**src/common/pscr_pkg.sv**
```systemverilog
package pscr_pkg;
   // ==================================================
   // clock and tick base
   // ==================================================
   localparam int unsigned CLK_PERIOD_PS = 25_000;
   localparam int unsigned TICK_PS = 1_000_000;
   localparam int unsigned PS_PER_US = 1_000_000;
   localparam int unsigned TICK_CYCLES = TICK_PS / CLK_PERIOD_PS;
   localparam int unsigned TICKS_PER_US = PS_PER_US / TICK_PS;
   localparam int unsigned DIV_W = 6;

   // ==================================================
   // link timing, as printed
   // ==================================================
   localparam int unsigned START_IN_MAX_US = 34;
   localparam int unsigned WARM_MIN_US = 42;
   localparam int unsigned START_OUT_US = 17;
   localparam int unsigned HIGH_MS = 40;
   localparam int unsigned LOW_NOM_MS = 80;
   localparam int unsigned TIMEOUT_MS = 600;

   // ==================================================
   // derived tick counts
   // ==================================================
   localparam int unsigned START_MAX_TICKS = START_IN_MAX_US * TICKS_PER_US;
   localparam int unsigned WARM_MIN_TICKS = WARM_MIN_US * TICKS_PER_US;
   localparam int unsigned START_OUT_TICKS = START_OUT_US * TICKS_PER_US;
   localparam int unsigned HIGH_TICKS = HIGH_MS * 1000 * TICKS_PER_US;
   localparam int unsigned LOW_NOM_TICKS = LOW_NOM_MS * 1000 * TICKS_PER_US;
   localparam int unsigned TIMEOUT_TICKS = TIMEOUT_MS * 1000 * TICKS_PER_US;
   localparam int unsigned DLY_TICKS = START_MAX_TICKS + 1;

   // ==================================================
   // widths and sizes
   // ==================================================
   localparam int unsigned CNT_W = 20;
   localparam int unsigned DATA_W = 20;
   localparam int unsigned FIFO_DEPTH = 32;
   localparam int unsigned STRAP_WAIT = 3;

   typedef enum logic [2:0] {
      ST_RELAY,
      ST_CONVERT,
      ST_OWN_HIGH,
      ST_OWN_LOW,
      ST_START_OUT
   } pscr_state_e;
endpackage : pscr_pkg

```
**src/common/pscr_stream_if.sv**
```systemverilog
`timescale 1ns/1ps
interface pscr_stream_if #(
   parameter int unsigned W = 20
);
   logic valid;
   logic ready;
   logic [W-1:0] data;

   modport src (output valid, output data, input ready);
   modport snk (input valid, input data, output ready);
endinterface : pscr_stream_if

```
**src/design/pscr_relay.sv**
```systemverilog
`timescale 1ns/1ps
module pscr_relay #(
   parameter int unsigned HIGH_TICKS = pscr_pkg::HIGH_TICKS,
   parameter int unsigned TIMEOUT_TICKS = pscr_pkg::TIMEOUT_TICKS,
   parameter int unsigned DATA_W = pscr_pkg::DATA_W,
   parameter int unsigned FIFO_DEPTH = pscr_pkg::FIFO_DEPTH
) (
   input wire logic ref_clk,
   input wire logic rst,
   input wire logic chain_in,
   input wire logic mode_select_pin,
   input wire logic meas_valid,
   input wire logic [DATA_W-1:0] meas_data,
   output logic meas_ready,
   output logic chain_out,
   output logic conv_start,
   output logic powered,
   output logic osc_settled,
   output logic busy
);
   localparam int unsigned CW = pscr_pkg::CNT_W;
   localparam int unsigned DW = pscr_pkg::DLY_TICKS;
   localparam int unsigned DIVW = pscr_pkg::DIV_W;

   // ==================================================
   // measurement buffer
   // ==================================================
   pscr_stream_if #(.W(DATA_W)) fill_if ();
   pscr_stream_if #(.W(DATA_W)) drain_if ();

   assign fill_if.valid = meas_valid;
   assign fill_if.data = meas_data;
   assign meas_ready = fill_if.ready;

   pscr_fifo #(
      .W(DATA_W),
      .DEPTH(FIFO_DEPTH)
   ) u_fifo (
      .clk(ref_clk),
      .rst(rst),
      .wr(fill_if),
      .rd(drain_if)
   );

   // ==================================================
   // pin synchronisers and strap
   // ==================================================
   logic [1:0] in_sync_q, in_sync_d, mode_sync_q, mode_sync_d;
   logic [1:0] strap_cnt_q, strap_cnt_d;
   logic daisy_q, daisy_d, strap_done_q, strap_done_d;

   always_comb begin
      in_sync_d = {in_sync_q[0], chain_in};
      mode_sync_d = {mode_sync_q[0], mode_select_pin};
      strap_cnt_d = strap_cnt_q;
      strap_done_d = strap_done_q;
      daisy_d = daisy_q;
      if (!strap_done_q) begin
         strap_cnt_d = strap_cnt_q + 2'h1;
         if (strap_cnt_q == 2'(pscr_pkg::STRAP_WAIT)) begin
            daisy_d = mode_sync_q[1];
            strap_done_d = 1'b1;
         end
      end
   end

   always_ff @(posedge ref_clk or posedge rst) begin
      if (rst) begin
         in_sync_q <= 2'h0;
         mode_sync_q <= 2'h0;
         strap_cnt_q <= 2'h0;
         strap_done_q <= 1'b0;
         daisy_q <= 1'b0;
      end else begin
         in_sync_q <= in_sync_d;
         mode_sync_q <= mode_sync_d;
         strap_cnt_q <= strap_cnt_d;
         strap_done_q <= strap_done_d;
         daisy_q <= daisy_d;
      end
   end

   // ==================================================
   // microsecond tick from the oscillator
   // ==================================================
   logic [DIVW-1:0] div_q, div_d;
   logic tick;

   always_comb begin
      tick = (div_q == DIVW'(pscr_pkg::TICK_CYCLES - 1));
      div_d = tick ? '0 : div_q + DIVW'(1);
   end

   always_ff @(posedge ref_clk or posedge rst) begin
      if (rst) begin
         div_q <= '0;
      end else begin
         div_q <= div_d;
      end
   end

   // ==================================================
   // input high-width classifier
   // ==================================================
   logic in_prev_q, in_prev_d;
   logic [CW-1:0] hi_cnt_q, hi_cnt_d;
   logic in_lvl, rise, fall, start_det, warm_det, timed_out;

   always_comb begin
      in_lvl = in_sync_q[1];
      rise = in_lvl & ~in_prev_q;
      fall = ~in_lvl & in_prev_q;
      in_prev_d = in_lvl;
      hi_cnt_d = hi_cnt_q;
      if (rise) begin
         hi_cnt_d = '0;
      end else if (in_lvl & tick & (hi_cnt_q < CW'(TIMEOUT_TICKS))) begin
         hi_cnt_d = hi_cnt_q + CW'(1);
      end
      start_det = fall & (hi_cnt_q <= CW'(pscr_pkg::START_MAX_TICKS));
      warm_det = fall & (hi_cnt_q >= CW'(pscr_pkg::WARM_MIN_TICKS));
      timed_out = in_lvl & (hi_cnt_q >= CW'(TIMEOUT_TICKS));
   end

   always_ff @(posedge ref_clk or posedge rst) begin
      if (rst) begin
         in_prev_q <= 1'b0;
         hi_cnt_q <= '0;
      end else begin
         in_prev_q <= in_prev_d;
         hi_cnt_q <= hi_cnt_d;
      end
   end

   // ==================================================
   // power state
   // ==================================================
   logic pwr_q, pwr_d, settled_q, settled_d;

   always_comb begin
      pwr_d = pwr_q;
      settled_d = settled_q;
      if (timed_out) begin
         pwr_d = 1'b0;
         settled_d = 1'b0;
      end
      if (warm_det) begin
         pwr_d = 1'b1;
         settled_d = 1'b1;
      end else if (start_det) begin
         pwr_d = 1'b1;
      end
   end

   always_ff @(posedge ref_clk or posedge rst) begin
      if (rst) begin
         pwr_q <= 1'b1;
         settled_q <= 1'b0;
      end else begin
         pwr_q <= pwr_d;
         settled_q <= settled_d;
      end
   end

   // ==================================================
   // relay and own-measurement sequencer
   // ==================================================
   pscr_pkg::pscr_state_e st_q, st_d;
   logic [CW-1:0] ph_q, ph_d;
   logic [DATA_W-1:0] low_q, low_d;
   logic [DW-1:0] dly_q, dly_d;
   logic out_q, out_d, conv_q, conv_d, busy_q, busy_d;

   // pop only while waiting; the converter stalls on drain_if.valid
   assign drain_if.ready = (st_q == pscr_pkg::ST_CONVERT);

   always_comb begin
      st_d = st_q;
      ph_d = ph_q;
      low_d = low_q;
      dly_d = dly_q;
      out_d = out_q;
      conv_d = 1'b0;
      unique case (st_q)
         pscr_pkg::ST_RELAY: begin
            if (tick) begin
               dly_d = {dly_q[DW-2:0], in_lvl};
            end
            out_d = daisy_q & dly_q[DW-1];
            if (daisy_q & start_det) begin
               st_d = pscr_pkg::ST_CONVERT;
               conv_d = 1'b1;
               dly_d = '0;
               out_d = 1'b0;
            end
         end
         pscr_pkg::ST_CONVERT: begin
            out_d = 1'b0;
            if (drain_if.valid) begin
               low_d = drain_if.data;
               ph_d = '0;
               out_d = 1'b1;
               st_d = pscr_pkg::ST_OWN_HIGH;
            end
         end
         pscr_pkg::ST_OWN_HIGH: begin
            if (tick) begin
               ph_d = ph_q + CW'(1);
               if (ph_q == CW'(HIGH_TICKS - 1)) begin
                  ph_d = '0;
                  out_d = 1'b0;
                  st_d = pscr_pkg::ST_OWN_LOW;
               end
            end
         end
         pscr_pkg::ST_OWN_LOW: begin
            if (tick) begin
               ph_d = ph_q + CW'(1);
               if ((ph_q + CW'(1)) >= CW'(low_q)) begin
                  ph_d = '0;
                  out_d = 1'b1;
                  st_d = pscr_pkg::ST_START_OUT;
               end
            end
         end
         pscr_pkg::ST_START_OUT: begin
            if (tick) begin
               ph_d = ph_q + CW'(1);
               if (ph_q == CW'(pscr_pkg::START_OUT_TICKS - 1)) begin
                  ph_d = '0;
                  out_d = 1'b0;
                  st_d = pscr_pkg::ST_RELAY;
               end
            end
         end
         default: begin
            st_d = pscr_pkg::ST_RELAY;
            out_d = 1'b0;
         end
      endcase
      busy_d = (st_d != pscr_pkg::ST_RELAY);
   end

   always_ff @(posedge ref_clk or posedge rst) begin
      if (rst) begin
         st_q <= pscr_pkg::ST_RELAY;
         ph_q <= '0;
         low_q <= '0;
         dly_q <= '0;
         out_q <= 1'b0;
         conv_q <= 1'b0;
         busy_q <= 1'b0;
      end else begin
         st_q <= st_d;
         ph_q <= ph_d;
         low_q <= low_d;
         dly_q <= dly_d;
         out_q <= out_d;
         conv_q <= conv_d;
         busy_q <= busy_d;
      end
   end

   assign chain_out = out_q;
   assign conv_start = conv_q;
   assign powered = pwr_q;
   assign osc_settled = settled_q;
   assign busy = busy_q;
endmodule : pscr_relay

```
**src/design/pscr_fifo.sv**
```systemverilog
`timescale 1ns/1ps
module pscr_fifo #(
   parameter int unsigned W = 20,
   parameter int unsigned DEPTH = 32
) (
   input wire logic clk,
   input wire logic rst,
   pscr_stream_if.snk wr,
   pscr_stream_if.src rd
);
   localparam int unsigned AW = $clog2(DEPTH);
   localparam int unsigned CW = $clog2(DEPTH + 1);

   logic [W-1:0] mem [DEPTH];
   logic [AW-1:0] wp_q, wp_d, rp_q, rp_d;
   logic [CW-1:0] cnt_q, cnt_d;
   logic in_rdy_q, in_rdy_d, out_vld_q, out_vld_d;
   logic push, pop;

   // ==================================================
   // pointers and flags
   // ==================================================
   always_comb begin
      push = wr.valid & in_rdy_q;
      pop = rd.ready & out_vld_q;
      wp_d = push ? wp_q + AW'(1) : wp_q;
      rp_d = pop ? rp_q + AW'(1) : rp_q;
      cnt_d = cnt_q;
      if (push & ~pop) begin
         cnt_d = cnt_q + CW'(1);
      end else if (pop & ~push) begin
         cnt_d = cnt_q - CW'(1);
      end
      // flags registered so the ports come straight from flops
      in_rdy_d = (cnt_d != CW'(DEPTH));
      out_vld_d = (cnt_d != CW'(0));
   end

   always_ff @(posedge clk or posedge rst) begin
      if (rst) begin
         wp_q <= '0;
         rp_q <= '0;
         cnt_q <= '0;
         in_rdy_q <= 1'b1;
         out_vld_q <= 1'b0;
      end else begin
         wp_q <= wp_d;
         rp_q <= rp_d;
         cnt_q <= cnt_d;
         in_rdy_q <= in_rdy_d;
         out_vld_q <= out_vld_d;
      end
   end

   // storage has no reset: contents are only read behind valid
   always_ff @(posedge clk) begin
      if (push) begin
         mem[wp_q] <= wr.data;
      end
   end

   assign wr.ready = in_rdy_q;
   assign rd.valid = out_vld_q;
   assign rd.data = mem[rp_q];
endmodule : pscr_fifo

```
**config.mk**
```make
export PLATFORM = sky130hd
export DESIGN_NAME = pscr_relay
export DESIGN_NICKNAME = d
export VERILOG_FILES = /design/src/common/pscr_pkg.sv /design/src/common/pscr_stream_if.sv /design/src/design/pscr_relay.sv /design/src/design/pscr_fifo.sv
export SDC_FILE = /design/constraint.sdc
export NUM_CORES = 1
export LEC_CHECK = 0
export BUFFER_PORTS_ARGS = -buffer_cell sky130_fd_sc_hd__buf_2
export CELL_PAD_IN_SITES_DETAIL_PLACEMENT = 1
export CELL_PAD_IN_SITES_GLOBAL_PLACEMENT = 2
export CORE_MARGIN = 5
export CORE_UTILIZATION = 38
export CTS_CLUSTER_DIAMETER = 60
export DETAILED_ROUTE_END_ITERATION = 10
export PLACE_DENSITY_LB_ADDON = 0.1
export RECOVER_POWER = 25
export SLEW_MARGIN = 20
export SYNTH_ARGS = -nofsm -noshare
export SYNTH_HDL_FRONTEND = slang
export SYNTH_SLANG_ARGS = --single-unit
```
**constraint.sdc**
```tcl
create_clock -name ref_clk -period 9.9 [get_ports ref_clk]
set_input_delay 0 -clock ref_clk [delete_from_list [all_inputs] [get_ports ref_clk]]
set_output_delay 0 -clock ref_clk [all_outputs]
set_load 0.005 [all_outputs]
```
== Yosys cells after proc, flatten, opt, wreduce, memory -nomap -nowiden ==
Memory sizes are Yosys's and may differ from the RTL's. A register that Yosys moved wholly into a read port is not among the register bits.
Cells that the tools add are included.

* Bitwise operators: 18
* Add/subtract/negate cells: 8
* Order comparisons: 5
* Eq/ne operators: 16
* Multiplexer cells: 43
* Reductions and logical operators: 13

{| class="wikitable"
|+ Operators by type and width
! kind !! count
|-
| 20-bit 2-to-1 mux || 9
|-
| 20-bit case mux with 4 select lines || 1
|-
| 35-bit 2-to-1 mux || 2
|-
| 20-bit by 1-bit adder with 20-bit output, second input constant || 2
|-
| 3-bit 2-to-1 mux || 8
|-
| 20-bit by 16-bit equality test with 1-bit output, second input constant || 1
|-
| 20-bit by 5-bit equality test with 1-bit output, second input constant || 1
|-
| 20-bit >= comparator || 1
|-
| 20-bit >= comparator, second input constant || 1
|-
| 20-bit by 6-bit >= comparator with 1-bit output, second input constant || 1
|-
| 20-bit by 6-bit <= comparator with 1-bit output, second input constant || 1
|-
| 20-bit less-than comparator, second input constant || 1
|-
| 1-bit 2-to-1 mux || 18
|-
| 6-bit 2-to-1 mux || 3
|-
| 3-bit case mux with 5 select lines || 1
|-
| 2-bit inequality test, second input constant || 7
|-
| 1-bit AND || 13
|-
| 6-bit by 1-bit adder with 6-bit output, second input constant || 2
|-
| 5-bit by 1-bit adder with 5-bit output, second input constant || 2
|-
| 3-bit by 2-bit equality test with 1-bit output, second input constant || 2
|-
| 6-bit equality test, second input constant || 1
|-
| 6-bit inequality test, second input constant || 1
|-
| 2-bit AND reduction || 3
|-
| 6-bit AND reduction || 1
|-
| 13 further kinds || 20
|}

* Memories: 1
* Word-level logic and storage cells: 125
* Memory bits (writable): 640
* Register bits after elaboration: 116
* Output and inout bits: 6
* Input port bits: 25

{| class="wikitable"
|+ Memories
! memory !! words !! width !! read ports !! clocked after Yosys merged registers in !! write ports !! RTL line !! source
|-
| u_fifo.mem || 32 || 20 || 1 || 1 || 1 || pscr_fifo.sv:14 || <nowiki>logic [W-1:0] mem [DEPTH];</nowiki>
|}

== Logic depth before layout (Yosys ltp) ==
* Depth after elaboration: 7
* Gate-level depth with buffers: 15
* Mapped depth without buffers: 14

== Modules after synthesis ==
From an unflattened synthesis, not the netlist that was laid out.

* Cells, all modules: 2,045
* Area, all modules: 31,753.0 µm²

{| class="wikitable"
|+ By module, submodules not included
! module !! instances !! area each (µm²) !! seq. area each (µm²) !! cells each
|-
| pscr_fifo || 1 || 25,866.1 || 19,670.1 || 1,466
|-
| pscr_relay || 1 || 5,886.9 || 2,954.1 || 579
|}

== Worst setup path before layout ==
OpenSTA, ideal clock, no wires.

* Path kind: reg2reg
* Start point: reg ph_q[2]
* End point: reg ph_q[2]
* Data arrival time: 3,334 ps
* Path slack: 6,414 ps
* Period minus slack after synthesis: 3,486 ps
* Buffers on the path: 1
* Data required time: 9,749 ps
* Stages on the path, launching flop included: 14
* Setup time: 151 ps
* Cell sequence: dfrtp_1 > and3_1 > and4_1 > clkbuf_1 > nand4_1 > nor2_1 > xnor2_1 > inv_1 > ha_1 > nand4_1 > a2111oi_0 > a211oi_1 > o21ai_0 > o221ai_1

* Word-level cells in the longest chain between the ends: 5
* Elaborated cells on any way between the ends: 11
* Those cells by class: add/sub (1); order compare (1); eq/ne (2); mux (7)

{| class="wikitable"
|+ Ends and longest elaborated chain
! item !! RTL line !! source
|-
| start, declared || pscr_relay.sv:169 || <nowiki>logic [CW-1:0] ph_q, ph_d;</nowiki>
|-
| start signal, assigned || pscr_relay.sv:255 || <nowiki>ph_q <= ph_d;</nowiki>
|-
| 20-bit by 1-bit adder with 20-bit output || - ||
|-
| 20-bit >= comparator || pscr_relay.sv:219 || <nowiki>if ((ph_q + CW'(1)) >= CW'(low_q)) begin</nowiki>
|-
| 20-bit 2-to-1 mux || pscr_relay.sv:219 ||
|-
| 20-bit 2-to-1 mux || pscr_relay.sv:217 || <nowiki>if (tick) begin</nowiki>
|-
| 20-bit case mux with 4 select lines * || pscr_relay.sv:184 || <nowiki>unique case (st_q)</nowiki>
|}

Mark *: on every way between the ends. The rest lies on a longest branch, timed or not. The select of a mux whose other input is x is not followed.
A chain may end at the register's enable or synchronous reset.

== Worst setup path in the final report ==
* Start point: reg ph_q[0]
* End point: reg ph_q[2]

The elaborated chain is that of the path after synthesis.

==> results by group <==
Run status
  • Status: finished with violations
  • Failing checks: capacitance limit, slew limit

Drt
  • Post-DRT Antenna Nets: 0
  • Starting DRC count in detailed routing: 1,376
  • Met3 wire len: approximately 3400 um
  • WL met2: approximately 40,000 um
  • Metal-1 WL: roughly 37,000 um
  • Drt via density: around 5.6
  • 1st-pass router iterations: 5
  • Vias: roughly 16,000
  • Wire per inst: ~28 um
  • Routed WL: 82,700 um
  • Highest routed layer: met4
  • DRC Markers: 0

Setup path
  • Crit path from: ph_q[0]
  • Required time at the worst-slack endpoint: 10,350 ps
  • Critical path arrival: about 4900 ps
  • CP peak stage delay: ~710 ps
  • Startpoint Class: flop
  • Slowest cell on the critical path: a2111oi_0
  • Critical path fanouts, max: 15
  • Crit. End Element: flop
  • Reg-to-reg critical path startpoint: ph_q[0]
  • Worst-path cell chain: ha_1 > nand2_1 > nor3_1 > nand2_1 > nor2_1 > xnor2_1 > inv_1 > ha_1 > nand4_1 > a2111oi_0 > a211oi_1 > buf_4 > o21ai_0 > o221ai_1
  • Worst R2R Setup Slack: around 5500 ps
  • Critical path class: flop to flop

Clocking
  • Clock transition at the registers of the reported paths: roughly 50 ps
  • CTS tree: yes
  • Clk Latency, worst-skew pair: roughly 650 ps
  • Post-CTS Resized: 0
  • Clock tree sinks: 776
  • CTS Buffer Depth: 3
  • Total CTS buffers: just under 90
  • H-tree Lvls: 3
  • Clock root buffer: clkbuf_16
  • CTS Hold Bufs: 26
  • Post-CTS repair timing setup buffer count: 0

Synth
  • Post-Syn Area per Cell: 18.9 um2
  • Mapped cell area: 0.0312 mm2
  • Mapped Cells: 1,654
  • Yosys Warn Count: 0
  • FF+latch count, synth: just under 800
  • Post-Syn Nets: 1,712
  • Post-synth top flop: edfxtp_1
  • Sequential area share after synthesis: 72.4%
  • Post-synth EDFFs: 640
  • Synth unique cells: 63
  • FFs w/ async S/R, synth: ~18%

Placed design
  • Port Buf Inserts: 30
  • Pre-CTS WS: around 5400 ps
  • Placed cell count: around 2,700
  • Dpl hpwl: ~46,000 um
  • Final estimated routing congestion in global placement: 0.731

STA
  • Min Tclk post-route: 4420 ps
  • Final Cycle Share: 44.7%
  • Max Transition Viols Final: between 80 and 90
  • Fmax: 226 MHz
  • RSZ-0062 raised after global routing: false
  • Clk_skew: ~42 ps
  • Final Setup Violations: 0
  • Total negative slack: 0 ps
  • Slew headroom: -171%
  • Final WS setup: 5480 ps
  • Final Hold Vio Count: 0
  • Slew @ Worst Pin: 4040 ps

Floorplanning
  • Die W: about 300 um
  • Die area: between 0.08 and 0.09 mm2
  • Initial core utilization: between 30% and 40%
  • IO Count: 31
  • Site row count: roughly 110
  • Die H: around 300 um
  • Core Area: about 0.082 mm2

Global route
  • Vias in the first global route: 17,400
  • Total gr overflow: 0
  • Pin count of the biggest net entering global routing: 83
  • Initial antenna violation count: 1
  • First-pass GRT wire length: about 120,000 um
  • Total global-route track usage: a little under a fifth

Power and ir drop
  • Total power: ~9300 uW
  • Cell Pwr Density: 258 mW/mm2
  • Leak pwr: around 0.012 uW
  • Worst VDD drop: roughly 0.00017 V

Cells and area
  • Area grow syn2layout: 15.7%
  • Fin nets: about 1,800
  • Fraction of layout cells with a size suffix above 1: ~25%
  • Post-route insts no fill: slightly below 3,000
  • Utilization after layout: between 40% and 50%

Hold path
  • Hold Path Class: flop to flop
  • Hold_sp: mode_sync_q[0]

Flow run
  • Max cap viols: 1
cells by family after synthesis:
logic type / count (synthesis) / synth area share (%)
flip-flops: 776 / 72.4
AND/OR/NAND/NOR: 281 / 4.49
multiplexers: 226 / 15.3
AO/OA/AOI/OAI: 178 / 3.96
buffers and inverters: 126 / 1.56
XOR/XNOR: 34 / 0.953
adder cells (fa/ha/maj): 33 / 1.32
through the flow:
step | hold slack [ps] | area (um2)
finish | 360 | 36100
global route | 364 | 36100
CTS | 90.5 | 36100
detailed placement | 112 | 32900
global placement | 113 | 32900
floorplan | 31.4 | 31200
layout make-up:
type / instances / area (um2)
well taps: 1070 / 1340
flip-flops and latches: 776 / 22600
fillers: 7621 / 45700
clock inverters: 52 / 628
multi-input cells: 752 / 8230
repair buffers: 106 / 772
diodes: 1 / 2.50
clock buffers: 113 / 2380
inverters: 37 / 140
synth_stat cells, drive strengths merged (3+ instances only):
cell      n  area share, %
nor4      7           0.14
o221ai    4           0.11
dfrtp   134             11
nor3      8           0.13
a211o     4           0.11
nor2     66           0.79
a21o      4          0.096
mux2i    22           0.71
o31ai    16           0.38
o21ai    49           0.79
a31o      3           0.11
a31oi     3          0.080
xor2      5           0.14
and2      7           0.14
xnor2    29           0.81
a21oi    28           0.45
a211oi    5           0.14
or3b      4           0.11
or2       3          0.060
nor2b     4          0.080
or3       8           0.16
o211ai    6           0.14
ha       33            1.3
edfxtp  640             62
inv      37           0.44
nand2b    8           0.16
nand4    20           0.40
a22o     34           0.95
clkbuf   63           0.76
nand3    23           0.37
buf      26           0.36
nand2    86            1.0
o21a      4          0.096
mux2      4           0.14
or4      10           0.24
nand3b    3          0.072
mux4    200             14
and4      3          0.084
and3     11           0.22
worst paths after layout:
check,end,cells after the start
max,ph_q[2],14
min,mode_sync_q[1],0
max reg2reg,ph_q[2],14
min reg2reg,mode_sync_q[1],0
max in group asynchronous,u_fifo.rp_q[1],4
min in group asynchronous,hi_cnt_q[14],3
sequential cells by signal, summed over array words and instances, names as in the netlist, 2 cells and up:
register / cells
strap_cnt_q: 2
mode_sync_q: 2
dly_q: 35
ph_q: 20
u_fifo.cnt_q: 6
st_q: 3
u_fifo.rp_q: 5
div_q: 6
hi_cnt_q: 20
u_fifo.mem: 640
u_fifo.wp_q: 5
in_sync_q: 2
low_q: 20
worst max-delay path, delay by kind of cell, from the launching register on:
family          cells  cell delay [ps]
fa+ha+maj           2              640
xor+xnor            1              160
buf+inv             2              320
simple gates        5              980
flops               1              420
compound gates      4             1730
cell usage in the layout, fill, tap and decap left out, types with 8 or more instances in the layout:
| cell | instances |
|---|---|
| nor3_1 | 8 |
| ha_1 | 33 |
| clkinv_1 | 10 |
| nor2_2 | 32 |
| mux4_2 | 200 |
| and3_1 | 11 |
| or3_1 | 8 |
| clkbuf_1 | 32 |
| nand2_1 | 86 |
| buf_4 | 49 |
| a22o_1 | 34 |
| dfrtp_1 | 130 |
| bufinv_16 | 11 |
| dlygate4sd3_1 | 26 |
| nand2b_1 | 8 |
| buf_2 | 16 |
| a21oi_1 | 27 |
| clkbuf_16 | 89 |
| edfxtp_1 | 640 |
| nor2_1 | 34 |
| o31ai_1 | 16 |
| xnor2_1 | 29 |
| nand4_1 | 20 |
| o21ai_0 | 49 |
| or4_1 | 10 |
| inv_1 | 36 |
| clkinv_2 | 19 |
| nand3_1 | 23 |
| mux2i_1 | 22 |
layer usage:
layer | up-vias | track usage, %
li1 | 6933 | -
met1 | 8770 | 26.1
met2 | 334 | 32.0
met3 | 123 | 3.02
met4 | 0 | 5.32
met5 | - | 0
report_power, final:
part | total [uW] | internal [uW] | switching [uW]
registers | 4010 | 3790 | 225
logic | 1950 | 939 | 1010
clock network | 3350 | 2000 | 1350
No activity file was read; power rests on OpenSTA's default activity.
